$ cat src/pst_defines.vh
// Purpose: constants for the program sequencer core
// Assumes: one instruction cycle per clock_i enable-free cycle
// Notes: depth and width fixed per variant build
`ifndef PST_DEFINES_VH
`define PST_DEFINES_VH
`define PST_PC_W 13
`define PST_BANK_W 2
`define PST_ADDR_W 15
`define PST_WORD_W 16
`define PST_STACK_DEPTH 16
`define PST_SP_W 4
`define PST_CNT_W 5
`define PST_RESET_VECTOR 15'h0000
`define PST_PAGE_W 8
// op codes presented by the decoder
`define PST_OP_W 4
`define PST_OP_SEQ 4'h0
`define PST_OP_JMP 4'h1
`define PST_OP_CALL 4'h2
`define PST_OP_RET 4'h3
`define PST_OP_IRET 4'h4
`define PST_OP_SKIP 4'h5
`define PST_OP_PCLWR 4'h6
`define PST_OP_TRD 4'h7
`define PST_OP_TRDL 4'h8
`define PST_OP_TRDF 4'h9
`define PST_OP_TRDFL 4'ha
`define PST_OP_ALU 4'hb
// sequencer states
`define PST_ST_W 2
`define PST_ST_RUN 2'h0
`define PST_ST_DUMMY 2'h1
`define PST_ST_TABLE 2'h2
// status flag positions
`define PST_FLAG_C 0
`define PST_FLAG_AC 1
`define PST_FLAG_Z 2
`define PST_FLAG_OV 3
`endif

$ cat src/pst_sequencer.v
// Purpose: program counter, return stack, table read and status update
// Assumes: one instruction per clock, decoder supplies op and operands
// Notes: stack is 16 deep for the largest variant
`include "pst_defines.vh"
// Notes on behaviour
// RL1: counter increments for sequential instructions
// RL2: bank select bits extend address upward
// RL3: only low byte visible to software
// RL4: jumps calls interrupts reset load target
// RL5: met skip discards prefetch, dummy cycle
// RL6: low byte write jumps within page
// RL7: low byte write adds dummy cycle
// RL8: stack hidden from software entirely
// RL9: call or interrupt pushes counter
// RL10: return pops and restores counter
// RL11: reset sets stack pointer to top
// RL12: full stack defers interrupt acknowledge
// RL13: call on full stack overflows
// RL14: stack depth per variant parameter; code fixes it at 16 for all variants
// RL15: alu ops write result, update flags
// RL16: reset fetch starts at zero
// RL17: table read splits word low/high
// RL18: unused high bits read zero
// RL19: table instructions take two cycles
// RL20: page read uses high pointer page
// RL21: short forms sector zero only
// RL22: software guards latch around interrupts
// RL23: each read overwrites high latch
module pst_sequencer (
   // clock and reset
   input wire clock_i,
   input wire rstn_i,
   // decoder
   input wire instr_valid_i,
   input wire [`PST_OP_W-1:0] op_i,
   input wire [`PST_ADDR_W-1:0] target_i,
   input wire skip_met_i,
   input wire [7:0] pcl_wdata_i,
   input wire [7:0] dest_addr_i,
   input wire [1:0] dest_sector_i,
   input wire [7:0] alu_result_i,
   input wire [3:0] alu_flags_i,
   input wire [3:0] alu_flag_mask_i,
   input wire [7:0] alu_dest_addr_i,
   input wire [1:0] alu_dest_sector_i,
   // table pointers and bank select
   input wire [7:0] table_ptr_low_i,
   input wire [7:0] table_ptr_high_i,
   input wire [`PST_BANK_W-1:0] code_bank_select_i,
   input wire [`PST_WORD_W-1:0] word_width_mask_i,
   // interrupt request logic
   input wire irq_req_i,
   input wire [`PST_ADDR_W-1:0] irq_vector_i,
   // program memory
   output reg [`PST_ADDR_W-1:0] fetch_addr_o,
   output reg fetch_valid_o,
   input wire [`PST_WORD_W-1:0] prog_word_i,
   // data memory write port
   output reg dmem_we_o,
   output reg [7:0] dmem_addr_o,
   output reg [1:0] dmem_sector_o,
   output reg [7:0] dmem_wdata_o,
   // software visible state
   output reg [7:0] pc_low_byte_o,
   output reg [7:0] table_high_latch_o,
   output reg [3:0] status_o,
   output reg irq_ack_o,
   output reg stall_o,
   output reg stack_full_o
);
   reg [`PST_PC_W-1:0] pc_ff;
   reg [`PST_BANK_W-1:0] bank_ff;
   reg [1:0] state_ff;
   reg [`PST_ADDR_W-1:0] table_addr_ff;
   reg [7:0] table_dest_ff;
   reg [1:0] table_sector_ff;
   reg [`PST_PC_W-1:0] nxt_pc;
   reg [`PST_BANK_W-1:0] nxt_bank;
   reg [1:0] nxt_state;
   reg push;
   reg pop;
   reg [`PST_ADDR_W-1:0] push_data;
   reg take_irq;
   reg start_table;
   reg [`PST_ADDR_W-1:0] nxt_table_addr;
   wire [`PST_ADDR_W-1:0] top;
   wire full;
   wire [`PST_ADDR_W-1:0] cur_addr;
   wire [`PST_PC_W-1:0] pc_inc;
   wire [`PST_WORD_W-1:0] masked_word;
   wire is_table;
   wire is_last;
   wire is_far;
   wire alu_take;
   wire table_beat;
   assign cur_addr = {bank_ff, pc_ff};
   // RL1: sequential advance
   assign pc_inc = pc_ff + 13'h0001;
   assign is_table = (op_i == `PST_OP_TRD) || (op_i == `PST_OP_TRDL) ||
                     (op_i == `PST_OP_TRDF) || (op_i == `PST_OP_TRDFL);
   assign is_last = (op_i == `PST_OP_TRDL) || (op_i == `PST_OP_TRDFL);
   assign is_far = (op_i == `PST_OP_TRDF) || (op_i == `PST_OP_TRDFL);
   // RL18: bits past word width zeroed
   assign masked_word = prog_word_i & word_width_mask_i;

   // a taken interrupt drops the instruction, so no write-back
   assign alu_take = (state_ff == `PST_ST_RUN) && !take_irq && instr_valid_i && (op_i == `PST_OP_ALU);
   assign table_beat = (state_ff == `PST_ST_TABLE);

   // RL8: stack has no software port
   // RL14: depth fixed at largest variant
   pst_stack u_stack (
      .clock_i(clock_i),
      .rstn_i(rstn_i),
      .push_i(push),
      .pop_i(pop),
      .push_data_i(push_data),
      .top_o(top),
      .full_o(full)
   );

   always @* begin
      nxt_pc = pc_ff;
      nxt_bank = bank_ff;
      nxt_state = state_ff;
      push = 1'b0;
      pop = 1'b0;
      push_data = {bank_ff, pc_inc};
      take_irq = 1'b0;
      start_table = 1'b0;
      nxt_table_addr = table_addr_ff;
      case (state_ff)
         `PST_ST_RUN: begin
            // RL12: no acknowledge while full
            if (irq_req_i && !full) begin
               take_irq = 1'b1;
               // RL9: interrupt pushes counter
               push = 1'b1;
               push_data = cur_addr;
               // RL4: interrupt loads vector
               {nxt_bank, nxt_pc} = irq_vector_i;
               nxt_state = `PST_ST_DUMMY;
            end else if (instr_valid_i) begin
               nxt_pc = pc_inc;
               case (op_i)
                  `PST_OP_JMP: begin
                     // RL4: jump loads target
                     {nxt_bank, nxt_pc} = {code_bank_select_i, target_i[`PST_PC_W-1:0]};
                     nxt_state = `PST_ST_DUMMY;
                  end
                  `PST_OP_CALL: begin
                     // RL13: push even when full
                     push = 1'b1;
                     // RL2: bank bits above counter
                     {nxt_bank, nxt_pc} = {code_bank_select_i, target_i[`PST_PC_W-1:0]};
                     nxt_state = `PST_ST_DUMMY;
                  end
                  `PST_OP_RET, `PST_OP_IRET: begin
                     // RL10: restore from stack
                     pop = 1'b1;
                     {nxt_bank, nxt_pc} = top;
                     nxt_state = `PST_ST_DUMMY;
                  end
                  `PST_OP_SKIP: begin
                     // RL5: skip over prefetched word
                     if (skip_met_i) begin
                        nxt_pc = pc_ff + 13'h0002;
                        nxt_state = `PST_ST_DUMMY;
                     end
                  end
                  `PST_OP_PCLWR: begin
                     // RL6: upper bits kept
                     nxt_pc = {pc_ff[`PST_PC_W-1:`PST_PAGE_W], pcl_wdata_i};
                     // RL7: dummy prefetch cycle
                     nxt_state = `PST_ST_DUMMY;
                  end
                  default: begin
                     if (is_table) begin
                        start_table = 1'b1;
                        // RL20: high pointer page plus offset, current counter page for the TRDL and TRDFL forms
                        if (is_last) begin
                           nxt_table_addr = {bank_ff, pc_ff[`PST_PC_W-1:`PST_PAGE_W], table_ptr_low_i};
                        end else begin
                           nxt_table_addr = {code_bank_select_i, table_ptr_high_i[4:0], table_ptr_low_i};
                        end
                        // RL19: second cycle reads word
                        nxt_state = `PST_ST_TABLE;
                     end
                  end
               endcase
            end
         end
         `PST_ST_DUMMY: begin
            nxt_state = `PST_ST_RUN;
         end
         `PST_ST_TABLE: begin
            nxt_state = `PST_ST_RUN;
         end
         default: begin
            nxt_state = `PST_ST_RUN;
         end
      endcase
   end

   // sequencing state
   always @(posedge clock_i) begin
      if (!rstn_i) begin
         // RL16: reset vector zero
         pc_ff <= {`PST_PC_W{1'b0}};
         bank_ff <= {`PST_BANK_W{1'b0}};
         state_ff <= `PST_ST_RUN;
         table_addr_ff <= `PST_RESET_VECTOR;
      end else begin
         // RL4: loads arrive through nxt_pc
         pc_ff <= nxt_pc;
         bank_ff <= nxt_bank;
         state_ff <= nxt_state;
         table_addr_ff <= nxt_table_addr;
      end
   end

   // fetch port and status mirrors
   always @(posedge clock_i) begin
      if (!rstn_i) begin
         fetch_addr_o <= `PST_RESET_VECTOR;
         fetch_valid_o <= 1'b0;
         pc_low_byte_o <= 8'h00;
         irq_ack_o <= 1'b0;
         stall_o <= 1'b0;
         stack_full_o <= 1'b0;
      end else begin
         // table beat borrows the fetch port for one cycle
         fetch_addr_o <= (nxt_state == `PST_ST_TABLE) ? nxt_table_addr : {nxt_bank, nxt_pc};
         fetch_valid_o <= 1'b1;
         // RL3: low byte mirror only
         pc_low_byte_o <= nxt_pc[7:0];
         irq_ack_o <= take_irq;
         // RL5: stall marks dummy and table beats
         stall_o <= (nxt_state != `PST_ST_RUN);
         // registered, so one cycle behind the stack count
         stack_full_o <= full;
      end
   end

   // table destination, held through the table beat
   always @(posedge clock_i) begin
      if (!rstn_i) begin
         table_dest_ff <= 8'h00;
         table_sector_ff <= 2'h0;
      end else if (start_table) begin
         table_dest_ff <= dest_addr_i;
         // RL21: short forms force sector zero
         table_sector_ff <= is_far ? dest_sector_i : 2'h0;
      end
   end

   // data memory write port, one-cycle strobe
   always @(posedge clock_i) begin
      if (!rstn_i) begin
         dmem_we_o <= 1'b0;
         dmem_addr_o <= 8'h00;
         dmem_sector_o <= 2'h0;
         dmem_wdata_o <= 8'h00;
      end else if (table_beat) begin
         // RL17: low byte to register
         dmem_we_o <= 1'b1;
         dmem_addr_o <= table_dest_ff;
         dmem_sector_o <= table_sector_ff;
         dmem_wdata_o <= masked_word[7:0];
      end else if (alu_take) begin
         // RL15: result written back
         dmem_we_o <= 1'b1;
         dmem_addr_o <= alu_dest_addr_i;
         dmem_sector_o <= alu_dest_sector_i;
         dmem_wdata_o <= alu_result_i;
      end else begin
         dmem_we_o <= 1'b0;
      end
   end

   // shared high latch: an interrupt handler's read clobbers it
   always @(posedge clock_i) begin
      if (!rstn_i) begin
         table_high_latch_o <= 8'h00;
      end else if (table_beat) begin
         // RL17: high byte to latch
         // RL23: latch replaced each read
         table_high_latch_o <= masked_word[15:8];
      end
   end

   // status flags, only masked bits move
   always @(posedge clock_i) begin
      if (!rstn_i) begin
         status_o <= 4'h0;
      end else if (alu_take) begin
         // RL15: flags updated by mask
         status_o <= (status_o & ~alu_flag_mask_i) | (alu_flags_i & alu_flag_mask_i);
      end
   end
endmodule // pst_sequencer

$ cat src/pst_stack.v
// Purpose: return stack holding bank select and program counter values only
// Assumes: push and pop never asserted together
// Notes: overflow wraps, losing the oldest entry
`include "pst_defines.vh"
module pst_stack (
   // clock and reset
   input wire clock_i,
   input wire rstn_i,
   // control
   input wire push_i,
   input wire pop_i,
   input wire [`PST_ADDR_W-1:0] push_data_i,
   // state
   output reg [`PST_ADDR_W-1:0] top_o,
   output wire full_o
);
   reg [`PST_ADDR_W-1:0] mem [0:`PST_STACK_DEPTH-1];
   reg [`PST_SP_W-1:0] sp_ff;
   reg [`PST_CNT_W-1:0] cnt_ff;
   wire [`PST_SP_W-1:0] sp_dec;
   integer i;
   assign sp_dec = sp_ff - 4'h1;
   assign full_o = (cnt_ff == `PST_STACK_DEPTH);
   always @(posedge clock_i) begin
      if (!rstn_i) begin
         // RL11: pointer at top
         sp_ff <= {`PST_SP_W{1'b0}};
         cnt_ff <= {`PST_CNT_W{1'b0}};
         top_o <= `PST_RESET_VECTOR;
         for (i = 0; i < `PST_STACK_DEPTH; i = i + 1) begin
            mem[i] <= `PST_RESET_VECTOR;
         end
      end else if (push_i) begin
         // RL13: wrap overwrites oldest
         mem[sp_ff] <= push_data_i;
         sp_ff <= sp_ff + 4'h1;
         top_o <= push_data_i;
         if (cnt_ff != `PST_STACK_DEPTH) begin
            cnt_ff <= cnt_ff + 5'h01;
         end
      end else if (pop_i) begin
         sp_ff <= sp_dec;
         top_o <= mem[sp_dec - 4'h1];
         if (cnt_ff != {`PST_CNT_W{1'b0}}) begin
            cnt_ff <= cnt_ff - 5'h01;
         end
      end
   end
endmodule // pst_stack

$ cat config.mk
export PLATFORM = sky130hd
export DESIGN_NAME = pst_sequencer
export DESIGN_NICKNAME = d
export VERILOG_FILES = /design/src/pst_sequencer.v /design/src/pst_stack.v
export VERILOG_INCLUDE_DIRS = /design/src /design/src/src
export SDC_FILE = /design/constraint.sdc
export NUM_CORES = 1
export LEC_CHECK = 0
export ABC_AREA = 1
export BUFFER_PORTS_ARGS = -buffer_cell sky130_fd_sc_hd__clkbuf_2
export CAP_MARGIN = 20
export CELL_PAD_IN_SITES_DETAIL_PLACEMENT = 2
export CELL_PAD_IN_SITES_GLOBAL_PLACEMENT = 2
export CORE_ASPECT_RATIO = 0.5
export CORE_MARGIN = 2
export CORE_UTILIZATION = 38
export DETAILED_ROUTE_END_ITERATION = 16
export PLACE_DENSITY_LB_ADDON = 0.1
export SLEW_MARGIN = 30
export SYNTH_ARGS = -nofsm -noshare
export SYNTH_HDL_FRONTEND = slang
export SYNTH_SLANG_ARGS = --single-unit
$ cat constraint.sdc
create_clock -name clock_i -period 3.6 [get_ports clock_i]
set_input_delay 0.18 -clock clock_i [delete_from_list [all_inputs] [get_ports clock_i]]
set_output_delay 0.18 -clock clock_i [all_outputs]
set_load 0.01 [all_outputs]
## Word-level counts from Yosys, hierarchy flattened

Memory sizes are Yosys's and may differ from the RTL's.
Cells that the tools add are included.

| storage, ports and cells | value |
|---|---|
| output and inout port bits | 58 |
| RAM bits | 240 |
| memories | 1 |
| word-level logic and storage cells | 137 |
| input bits | 133 |
| bits in registers | 124 |

Memories:

| memory | depth | bits a word | rd ports | clocked after Yosys merged registers in | write ports | line | source |
|---|---|---|---|---|---|---|---|
| u_stack.mem | 16 | 15 | 1 | 0 | 16 | pst_stack.v:17 | `` reg [`PST_ADDR_W-1:0] mem [0:`PST_STACK_DEPTH-1]; `` |

| operators by class | value |
|---|---|
| equal/unequal tests | 16 |
| muxes and demuxes | 64 |
| add/sub/neg operators | 7 |
| bitwise gates (word level) | 5 |
| reduce and logical (&&, ||, !) cells | 23 |

Operators by type and width:

| cell | number |
|---|---|
| $mux 15 | 10 |
| $mux 13 | 6 |
| $pmux 13 s4 | 1 |
| $mux 8 | 4 |
| $mux 1 | 23 |
| $mux 2 | 11 |
| $mux 5 | 4 |
| $and 16x16->16 | 1 |
| $eq 4x3->1 const B | 4 |
| $eq 4x4->1 const B | 4 |
| $reduce_or 15->1 | 1 |
| $add 13x1->13 const B | 1 |
| $add 13x2->13 const B | 1 |
| $mux 4 | 3 |
| $and 4x4->4 | 2 |
| $eq 4x2->1 const B | 2 |
| $pmux 2 s2 | 2 |
| $reduce_bool 2->1 | 4 |
| $sub 4x1->4 const B | 2 |
| $reduce_or 6->1 | 1 |
| $add 5x1->5 const B | 1 |
| $eq 5x5->1 const B | 1 |
| $logic_or 1x1->1 | 5 |
| $ne 5x5->1 const B | 1 |
| other kinds (14) | 20 |

## Depth between registers and ports, before layout

Gate-level depths: netlist (run 1).

| depth | value |
|---|---|
| depth in word-level cells | 11 |
| mapped depth | 15 |
| depth with buffers taken out | 14 |

## Cells and area by module

From an unflattened synthesis (run 1), not the netlist that was laid out.

| unflattened totals | value |
|---|---|
| cells, all modules | 2163 |
| area total of the unflattened synthesis | 17448.0 um^2 |

By module, submodules not included:

| module | area each (um^2) | sequential area each (um^2) | times used | cells each |
|---|---|---|---|---|
| pst_stack | 12488.2 | 7687.4 | 1 | 1379 |
| pst_sequencer | 4959.8 | 1701.6 | 1 | 784 |

## Worst setup path before layout (run 1)

Ideal clock, no wire load.

| timing path | value |
|---|---|
| path kind | register -> register |
| start | reg state_ff[0] |
| end | mem u_stack.mem[0][0] (netlist bit) (enable) |
| period minus slack after synthesis | 2.212 ns |
| stages on the path, launching flop included | 11 |
| required time | 3.234 ns |
| arrival time | 1.846 ns |
| setup time | 0.366 ns |
| buffers on the path | 1 |
| setup slack | 1.388 ns |
| path through | dfxtp_1 nor2_4 inv_1 nor2_2 inv_1 o21ai_4 nand2_4 nor2_4 nand2_1 buf_2 nand2_1 |

RTL lines:

| item | line | source |
|---|---|---|
| from (decl) | pst_sequencer.v:73 | `reg [1:0] state_ff;` |
| from (signal assigned) | pst_sequencer.v:211 | `` state_ff <= `PST_ST_RUN; `` |
| from (signal assigned) | pst_sequencer.v:217 | `state_ff <= nxt_state;` |
| to (decl) | pst_stack.v:17 |  |

## Worst setup path in the final report (run 1)

| timing path | value |
|---|---|
| start | reg u_stack.sp_ff[2] |
| end | reg u_stack.top_o[11] |

| on the way | value |
|---|---|
| longest elaborated chain between the ends | 5 |

RTL lines:

| item | line | source |
|---|---|---|
| from (decl) | pst_stack.v:18 | `` reg [`PST_SP_W-1:0] sp_ff; `` |
| from (signal assigned) | pst_stack.v:27 | `` sp_ff <= {`PST_SP_W{1'b0}}; `` |
| from (signal assigned) | pst_stack.v:36 | `sp_ff <= sp_ff + 4'h1;` |
| from (signal assigned) | pst_stack.v:42 | `sp_ff <= sp_dec;` |
| $sub 4x1->4 | pst_stack.v:22 | `assign sp_dec = sp_ff - 4'h1;` |
| $sub 4x1->4 | pst_stack.v:43 | `top_o <= mem[sp_dec - 4'h1];` |
| $mem_v2 16x15 | - |  |
| $mux 15 | pst_stack.v:41 | `end else if (pop_i) begin` |
| $mux 15 | pst_stack.v:33 | `end else if (push_i) begin` |
| to (signal assigned) | pst_stack.v:29 | `` top_o <= `PST_RESET_VECTOR; `` |
| to (signal assigned) | pst_stack.v:37 | `top_o <= push_data_i;` |
| to (signal assigned) | pst_stack.v:43 |  |
| to (decl) | pst_stack.v:14 | `` output reg [`PST_ADDR_W-1:0] top_o, `` |

No other way between the ends. The select of a mux whose other input is x is not followed.
A chain may end at the register's enable or synchronous reset.

==> results of run 1 <==
kinds of logic after synthesis:
group                    count (synthesis)
AND/OR/NAND/NOR                       1147
flip-flops                             341
XOR/XNOR                                12
adder cells (fa/ha/maj)                 14
buffers and inverters                  243
AO/OA/AOI/OAI                          222
flip-flops by register name, summed over array words and instances, names as in the netlist, 4 cells and up, named ones only:
name                count
u_stack.mem           240
fetch_addr_o           15
u_stack.top_o          15
pc_ff                  13
dmem_addr_o             8
dmem_wdata_o            8
table_dest_ff           8
table_high_latch_o      8
u_stack.cnt_ff          5
u_stack.sp_ff           4
how the worst max path moves through the flow:
stage                                        startpoint                               to  depth (start not counted)
after floorplan                  state_ff[0]$_SDFF_PN0_  u_stack.mem[0][0]$_SDFFCE_PN0P_                         10
after global placement    u_stack.sp_ff[1]$_SDFFE_PN0P_   u_stack.top_o[11]$_SDFFE_PN0P_                         13
after detailed placement  u_stack.sp_ff[2]$_SDFFE_PN0P_   u_stack.top_o[11]$_SDFFE_PN0P_                         11
after CTS                 u_stack.sp_ff[2]$_SDFFE_PN0P_    u_stack.top_o[9]$_SDFFE_PN0P_                         11
after global routing      u_stack.sp_ff[2]$_SDFFE_PN0P_   u_stack.top_o[11]$_SDFFE_PN0P_                         11
final                     u_stack.sp_ff[2]$_SDFFE_PN0P_   u_stack.top_o[11]$_SDFFE_PN0P_                         11
power by group through the flow:
stage          Sequential [mW]  Clock, mW  Combinational, mW
5_1_grt                   4.74       3.73               4.53
3_5_place_dp              4.78          0               4.06
2_1_floorplan             4.71          0               2.24
6_report                  4.71       3.53               4.24
4_1_cts                   4.71       3.56               4.17
3_3_place_gp              4.75          0               3.86
synth_stat cells:
library cell	instances	share of area [%]
sky130_fd_sc_hd__o211ai_1	6	0.27
sky130_fd_sc_hd__or2_2	3	0.11
sky130_fd_sc_hd__nand2_2	1	0.038
sky130_fd_sc_hd__o21ai_0	100	3.0
sky130_fd_sc_hd__nor2_2	4	0.15
sky130_fd_sc_hd__nor2_1	358	8.1
sky130_fd_sc_hd__nand3_2	2	0.12
sky130_fd_sc_hd__nand2_1	599	14
sky130_fd_sc_hd__o21a_1	2	0.091
sky130_fd_sc_hd__a211oi_1	2	0.091
sky130_fd_sc_hd__o31ai_1	1	0.046
sky130_fd_sc_hd__nand3b_1	1	0.046
sky130_fd_sc_hd__o21ai_4	1	0.099
sky130_fd_sc_hd__nand4_2	1	0.076
sky130_fd_sc_hd__xnor2_1	2	0.11
sky130_fd_sc_hd__buf_2	41	1.2
sky130_fd_sc_hd__nand3_4	4	0.42
sky130_fd_sc_hd__nor3_1	1	0.030
sky130_fd_sc_hd__o21ai_2	6	0.32
sky130_fd_sc_hd__a22o_1	2	0.11
sky130_fd_sc_hd__clkbuf_1	62	1.4
sky130_fd_sc_hd__clkinv_1	3	0.068
sky130_fd_sc_hd__nor2_4	4	0.27
sky130_fd_sc_hd__o211a_1	8	0.49
sky130_fd_sc_hd__edfxtp_1	240	44
sky130_fd_sc_hd__nand3_1	114	3.5
sky130_fd_sc_hd__ha_1	13	0.99
sky130_fd_sc_hd__a31oi_1	9	0.34
sky130_fd_sc_hd__buf_1	1	0.023
sky130_fd_sc_hd__o21ai_1	4	0.12
sky130_fd_sc_hd__buf_6	4	0.27
sky130_fd_sc_hd__a21oi_1	79	2.4
sky130_fd_sc_hd__xor2_1	10	0.53
sky130_fd_sc_hd__o22ai_1	1	0.038
sky130_fd_sc_hd__fa_1	1	0.12
sky130_fd_sc_hd__or2_1	1	0.038
sky130_fd_sc_hd__buf_4	10	0.45
sky130_fd_sc_hd__inv_1	113	2.6
sky130_fd_sc_hd__a21boi_1	1	0.046
sky130_fd_sc_hd__nand4_1	53	2.0
sky130_fd_sc_hd__inv_2	9	0.20
sky130_fd_sc_hd__nand2_4	1	0.068
sky130_fd_sc_hd__dfxtp_1	101	12
routing by layer:
metal / track usage (%) / wire length, microns / vias up
li1: - / - / 6901
met1: 40.4 / 29500 / 7812
met2: 54.9 / 34300 / 543
met3: 5.11 / 4690 / 135
met4: 10.1 / 2340 / 2
met5: 0 / 10 / -
area by class of cell:
| class | count | area, sq um |
|---|---|---|
| clock inverters | 18 | 111 |
| flip-flops and latches | 341 | 9230 |
| diodes | 3 | 7.51 |
| well taps | 577 | 722 |
| clock buffers | 40 | 905 |
| inverters | 125 | 469 |
| multi-input cells | 1395 | 6280 |
| fillers | 4709 | 22800 |
| repair buffers | 292 | 1900 |
per-stage QoR:
| stage | util, % | total power [mW] | setup slack [ns] |
|---|---|---|---|
| floorplan | - | 6.96 | 1.39 |
| global placement | 42.7 | 8.61 | 0.985 |
| detailed placement | 42.7 | 8.83 | 0.797 |
| CTS | 46.2 | 12.4 | 0.673 |
| global route | 46.2 | 13.0 | 0.444 |
| finish | 46.2 | 12.5 | 0.610 |
critical path, stage by stage, from the launching register on:
cell and delay (ns):
sky130_fd_sc_hd__dfxtp_1 0.54, sky130_fd_sc_hd__inv_1 0.17, sky130_fd_sc_hd__ha_1 0.21, sky130_fd_sc_hd__a21boi_1 0.25
sky130_fd_sc_hd__xor2_1 0.32, sky130_fd_sc_hd__nand2_1 0.11, sky130_fd_sc_hd__nand2_1 0.44, sky130_fd_sc_hd__nand3_1 0.29
sky130_fd_sc_hd__nand3_1 0.26, sky130_fd_sc_hd__nand2_1 0.09, sky130_fd_sc_hd__nand2_1 0.08, sky130_fd_sc_hd__o21ai_0 0.09
repair_timing:
action / CTS / global route
hold endpoints to repair: 35 / 0
setup endpoints to repair: 0 / 0
hold buffers: 47 / 0
==> impl_metrics.py, run 1 <==
metrics = {
    "final_layout": {
        "finish.net_count": 2336,
        "finalInstanceArea_sq_um": 19600,
        "instances_no_fill": 2791,
        "layout_common_cells": "sky130_fd_sc_hd__nand2_1 (598), sky130_fd_sc_hd__nor2_1 (355), sky130_fd_sc_hd__edfxtp_1 (240)",
        "final_common_cell": "sky130_fd_sc_hd__nand2_1",
        "layout-drive-gt1-share_pct": 15.1,
        "areaGrowthSynthToFinish_pct": 18.9,
    },
    "route": {
        "route.detailed.vias_per_inst": 5.52,
        "first_pass_iteration_count_of_the_detailed_router": 5,
        "drt.antenna.violating_nets": 0,
        "post_drt_wl_per_cell_microns": 25.4,
        "first_iter_violations": 1247,
        "remaining_drc_errors": 0,
        "routed-via-count": 15400,
        "wl_mm": 70.9,
    },
    "worst_setup_path": {
        "critical_path.max_fanout": 12,
        "worst-setup-path-type": "flop to flop",
        "worst-endpoint-required_ns": 4.00,
        "timing.critical_path.from_type": "flop",
        "cp_data_arrival_time_ns": 3.39,
        "worst_reg2reg_startpoint": "u_stack.sp_ff[2]$_SDFFE_PN0P_",
        "crit_end_element": "flop",
        "worst_r2r_endpoint": "u_stack.top_o[11]$_SDFFE_PN0P_",
        "ff2ff_setup_slack_ns": 0.61,
        "reg2regPathDepth": 11,
    },
    "clocking": {
        "cts_buffers": 34,
        "worstSkewPairLatency_ns": 0.54,
        "htree_num_levels": 2,
        "number_of_gates_given_a_new_drive_strength_after_cts": 0,
        "tritoncts_num_sinks": 341,
        "clkSlewWorstSetupHoldPaths_ns": 0.07,
        "cts_root_buffer": "sky130_fd_sc_hd__clkbuf_16",
        "postCtsSetupBuffers": 0,
        "maximum_clock_insertion_buffer_count": 3,
        "cts_tree": "built",
    },
    "logic_synthesis": {
        "post_synth_num_cell_types": 43,
        "post_synth.cell_area_avg_sq_um": 8.34,
        "yosysWarningCount": 0,
        "synth-xor-area-share_pct": 0.637,
        "synth_top_family_by_area": "simple AND/OR/NAND/NOR gates",
        "synth_fp_nets": 2126,
        "post_synth_and_or_nand_nor_area_fraction_pct": 28.6,
        "synth_compound_gate_area_share_pct": 7.48,
        "mux_share_of_post_synthesis_cell_area_pct": 0,
        "synthesis.area_sq_um": 16500,
        "synth_seq_cells": 341,
        "post_synth_inst_count": 1979,
        "yosys.area_share.adder_pct": 1.11,
        "synth.yosys.seq_area_share_pct": 55.9,
    },
    "sta": {
        "max_clock_freq_mhz": 334,
        "clock_skew_ns": 0.0185,
        "timing_worst_slew_pin_value_ns": 0.985,
        "setup_total_negative_slack_ns": 0,
        "finalSetupViolCount": 0,
        "min_period_over_period_pct": 83.1,
        "timing_max_transition_violations_final": 0,
        "slew_headroom_pct": 33.9,
        "finalHoldViolations": 0,
        "worst_hold_slack_ns": 0.0133,
        "unrepaired_setup_endpoints_after_global_routing": "false",
        "final_min_period_ns": 2.99,
    },
    "worst_hold_path": {
        "hold_end": "dmem_sector_o[1]$_SDFFE_PN0P_",
        "hold-path-cell-count": 5,
        "timing.hold.worst.class": "input pin to flop",
        "hp-start": "alu_dest_sector_i[1]",
    },
    "global_routing": {
        "antenna_found_initial": 4,
        "first_global_vias": 16800,
        "grt_first_pass_wirelength_mm": 106,
        "grt.overflow.total": 0,
        "grt_start_max_net_pins": 61,
        "track_usage_pct": 31.5,
    },
    "power": {
        "total_switching_power_mw": 5.06,
        "p_comb_share_pct": 34.0,
        "worst_ir_drop_vdd_mv": 0.424,
        "pwr-share-clk_pct": 28.3,
        "total_leakage_power_nw": 8.30,
        "power.density_cell_area_nw_per_um2": 636,
        "swShare_pct": 40.5,
        "internal_power_mw": 7.43,
        "seq_power_share_pct": 37.7,
    },
    "job": {
        "number_of_maximum_capacitance_constraint_violations": 0,
    },
    "floorplanning": {
        "row_count": 53,
        "die-width_microns": 299,
        "die_height_microns": 151,
        "floorplan.initialDensity_pct": 38.9,
        "die-area_sq_um": 45200,
        "coreArea_sq_um": 42400,
        "ios": 191,
    },
    "placed_design": {
        "dp_cells": 2683,
        "placed_area_sq_um": 18100,
        "port_buffers": 185,
        "gp_congestion": 0.812,
        "detailedPlacementHpwl_mm": 45.0,
    },
    "outcome": {
        "outcome": "finished clean",
    },
}
No activity file was read; power rests on OpenSTA's default activity.
==> run 2: changes to the inputs <==
--- a/config.mk
+++ b/config.mk
@@ -13,7 +13,7 @@
 export CELL_PAD_IN_SITES_GLOBAL_PLACEMENT = 2
 export CORE_ASPECT_RATIO = 0.5
 export CORE_MARGIN = 2
-export CORE_UTILIZATION = 38
+export CORE_UTILIZATION = 32
 export DETAILED_ROUTE_END_ITERATION = 16
 export PLACE_DENSITY_LB_ADDON = 0.1
 export SLEW_MARGIN = 30
==> constraint.sdc (replaced) <==
create_clock -name clock_i -period 2.6 [get_ports clock_i]
set_input_delay 0.13 -clock clock_i [delete_from_list [all_inputs] [get_ports clock_i]]
set_output_delay 0.13 -clock clock_i [all_outputs]
set_load 0.01 [all_outputs]
==> run 2 against run 1 <==
Net effect: cell count rose by 6.5%; sequential cell count unchanged; sequential share of layout area fell by 2.2 points; wire length is 5.5% lower; global-route usage decreased by 6.5 points; worst hold slack better by 0.0025 ns; sequential power up 37%; combinational power up 50%; die area rose by 18%; first-iteration DRC count down 13%; clock skew is 0.0060 ns higher; worst setup slack worse by 0.45 ns; critical path type unchanged; critical endpoint is now u_stack.mem[13][10]$_SDFFCE_PN0P_; largest power group unchanged.
==> impl_metrics.py, run 2 (synthesized netlist as in run 1, its figures left out) <==
metrics = {
    "power": {
        "total_leakage_power_nw": 8.70,
        "power.density_cell_area_nw_per_um2": 861,
        "worst_ir_drop_vdd_mv": 0.397,
        "p_comb_share_pct": 35.9,
        "internal_power_mw": 10.8,
        "pwr-share-clk_pct": 27.6,
        "totalPowerFinal_mw": 17.7,
        "total_switching_power_mw": 6.91,
        "swShare_pct": 39.0,
        "seq_power_share_pct": 36.5,
    },
    "final_layout": {
        "layout_common_cells": "sky130_fd_sc_hd__nand2_1 (597), sky130_fd_sc_hd__nor2_1 (354), sky130_fd_sc_hd__edfxtp_1 (240)",
        "largest_register": "u_stack.mem",
        "footprint_of_the_multi_input_gates_sq_um": 6300,
        "fillers": 5725,
        "finish.net_count": 2403,
        "instances_no_fill": 2972,
        "largestRegisters": "u_stack.mem: 240 flops, fetch_addr_o: 15 flops, u_stack.top_o: 15 flops",
        "layout-drive-gt1-share_pct": 16.7,
        "areaGrowthSynthToFinish_pct": 24.9,
        "postLayoutCoreUtil_pct": 40.7,
        "finalInstanceArea_sq_um": 20600,
        "final-seq-area_sq_um": 9230,
        "max_ffs_per_register": 240,
        "final_common_cell": "sky130_fd_sc_hd__nand2_1",
    },
    "clocking": {
        "worstSkewPairLatency_ns": 0.55,
        "cts_root_buffer": "sky130_fd_sc_hd__clkbuf_16",
        "clkSlewWorstSetupHoldPaths_ns": 0.06,
        "cts_buffers": 35,
        "cts_tree": "built",
        "htree_num_levels": 2,
        "maximum_clock_insertion_buffer_count": 3,
        "tritoncts_num_sinks": 341,
    },
    "worst_setup_path": {
        "worstSetupStartpoint": "state_ff[0]$_SDFF_PN0_",
        "crit_end_element": "flop",
        "worst-endpoint-required_ns": 2.88,
        "worst_reg2reg_startpoint": "state_ff[0]$_SDFF_PN0_",
        "cp_data_arrival_time_ns": 2.72,
        "worst-setup-path-type": "flop to flop",
        "timing.critical_path.from_type": "flop",
        "critical_path.max_fanout": 23,
    },
    "route": {
        "drt.antenna.violating_nets": 0,
        "post_drt_wl_per_cell_microns": 22.5,
        "route.detailed.vias_per_inst": 5.08,
        "wl_mm": 67.0,
        "first_iter_violations": 1082,
        "first_pass_iteration_count_of_the_detailed_router": 5,
        "routed-via-count": 15100,
        "remaining_drc_errors": 0,
    },
    "global_routing": {
        "track_usage_pct": 25.0,
        "grt_util_met2_pct": 41.4,
        "grt_use_met3_pct": 3.96,
        "grt_start_max_net_pins": 52,
        "gr-max-usage-layer": "met2",
        "groute.layer.met1.usage_pct": 34.2,
        "grt_first_pass_wirelength_mm": 100,
        "antenna_found_initial": 4,
        "grt.overflow.total": 0,
        "first_global_vias": 16200,
    },
    "sta": {
        "timing_max_transition_violations_final": 0,
        "clock_skew_ns": 0.0244,
        "worst_hold_slack_ns": 0.0158,
        "finalHoldViolations": 0,
        "slew_headroom_pct": 53.5,
        "finalSetupViolCount": 0,
        "min_period_over_period_pct": 94.0,
        "max_clock_freq_mhz": 409,
        "final_min_period_ns": 2.44,
        "timing_worst_slew_pin_value_ns": 0.696,
        "setup_total_negative_slack_ns": 0,
        "finalWorstSetupSlack_ns": 0.156,
    },
    "outcome": {
        "outcome": "finished clean",
    },
    "floorplanning": {
        "floorplan.initialDensity_pct": 32.6,
        "row_count": 58,
        "die_height_microns": 165,
        "die-area_sq_um": 53500,
        "coreArea_sq_um": 50600,
        "die-width_microns": 325,
        "ios": 191,
    },
    "placed_design": {
        "detailedPlacementHpwl_mm": 44.9,
        "gp_congestion": 0.812,
        "placed_area_sq_um": 18800,
        "port_buffers": 185,
        "dp_cells": 2835,
        "post-place-ws_ns": 0.0709,
    },
    "worst_hold_path": {
        "hp-start": "table_ptr_high_i[3]",
        "timing.hold.worst.class": "input pin to flop",
    },
    "job": {
        "number_of_maximum_capacitance_constraint_violations": 0,
    },
}
-- run 2: cell types whose count changed in the layout (fill, tap and decap cells not counted), sizes merged --
cell | before | now
clkinvlp | 0 | 1
dlygate4sd3 | 47 | 71
clkinv | 18 | 11
inv | 124 | 125
diode | 3 | 2
buf | 60 | 101
clkbuf | 225 | 234
-- run 2: final timing paths --
kind                                             to  slack, ns  cells past startpoint
hold / removal          fetch_addr_o[11]$_SDFF_PN0_       0.02                      7
hold reg to reg       table_dest_ff[5]$_SDFFE_PN0P_       0.46                      2
setup reg to reg  u_stack.mem[13][10]$_SDFFCE_PN0P_       0.16                     10
setup / recovery  u_stack.mem[13][10]$_SDFFCE_PN0P_       0.16                     10
-- run 2: critical path: stages (launching register included) --
cell,delay (ns)
sky130_fd_sc_hd__dfxtp_1,0.34
sky130_fd_sc_hd__nor2_4,0.11
sky130_fd_sc_hd__buf_4,0.26
sky130_fd_sc_hd__nand3_2,0.15
sky130_fd_sc_hd__buf_4,0.25
sky130_fd_sc_hd__inv_2,0.17
sky130_fd_sc_hd__buf_4,0.27
sky130_fd_sc_hd__nand2_1,0.10
sky130_fd_sc_hd__o21ai_2,0.07
sky130_fd_sc_hd__buf_4,0.33
sky130_fd_sc_hd__nor2_1,0.10
-- run 2: power groups by stage --
| stage | Sequential (mW) | Combinational (mW) | Clock (mW) |
|---|---|---|---|
| 6_report | 6.47 | 6.37 | 4.90 |
| 5_1_grt | 6.51 | 6.92 | 5.23 |
| 4_1_cts | 6.47 | 6.28 | 5.01 |
| 3_5_place_dp | 6.58 | 6.17 | 0 |
| 3_3_place_gp | 6.56 | 6.01 | 0 |
| 2_1_floorplan | 6.53 | 3.11 | 0 |
-- run 2: repair_timing --
item	CTS	global route
setup endpoints to repair	0	32
hold endpoints to repair	60	0
gates resized for setup	0	8
buffers inserted	0	2
hold buffers	71	0
-- run 2: final cells by class --
type                            instances  share of cell area [%]
Inverter                              125                    2.28
Sequential cell                       341                    44.8
Clock inverter                         13                   0.522
Antenna cell                            2                  0.0243
Multi-Input combinational cell       1395                    30.6
Tap cell                              690                    4.19
Timing Repair Buffer                  358                    13.1
Clock buffer                           48                    4.54
-- run 2: routing by layer --
layer,wire (microns),up-vias
met5,21,-
met4,1560,4
met3,3320,103
met2,31100,346
met1,31000,7610
li1,-,7029
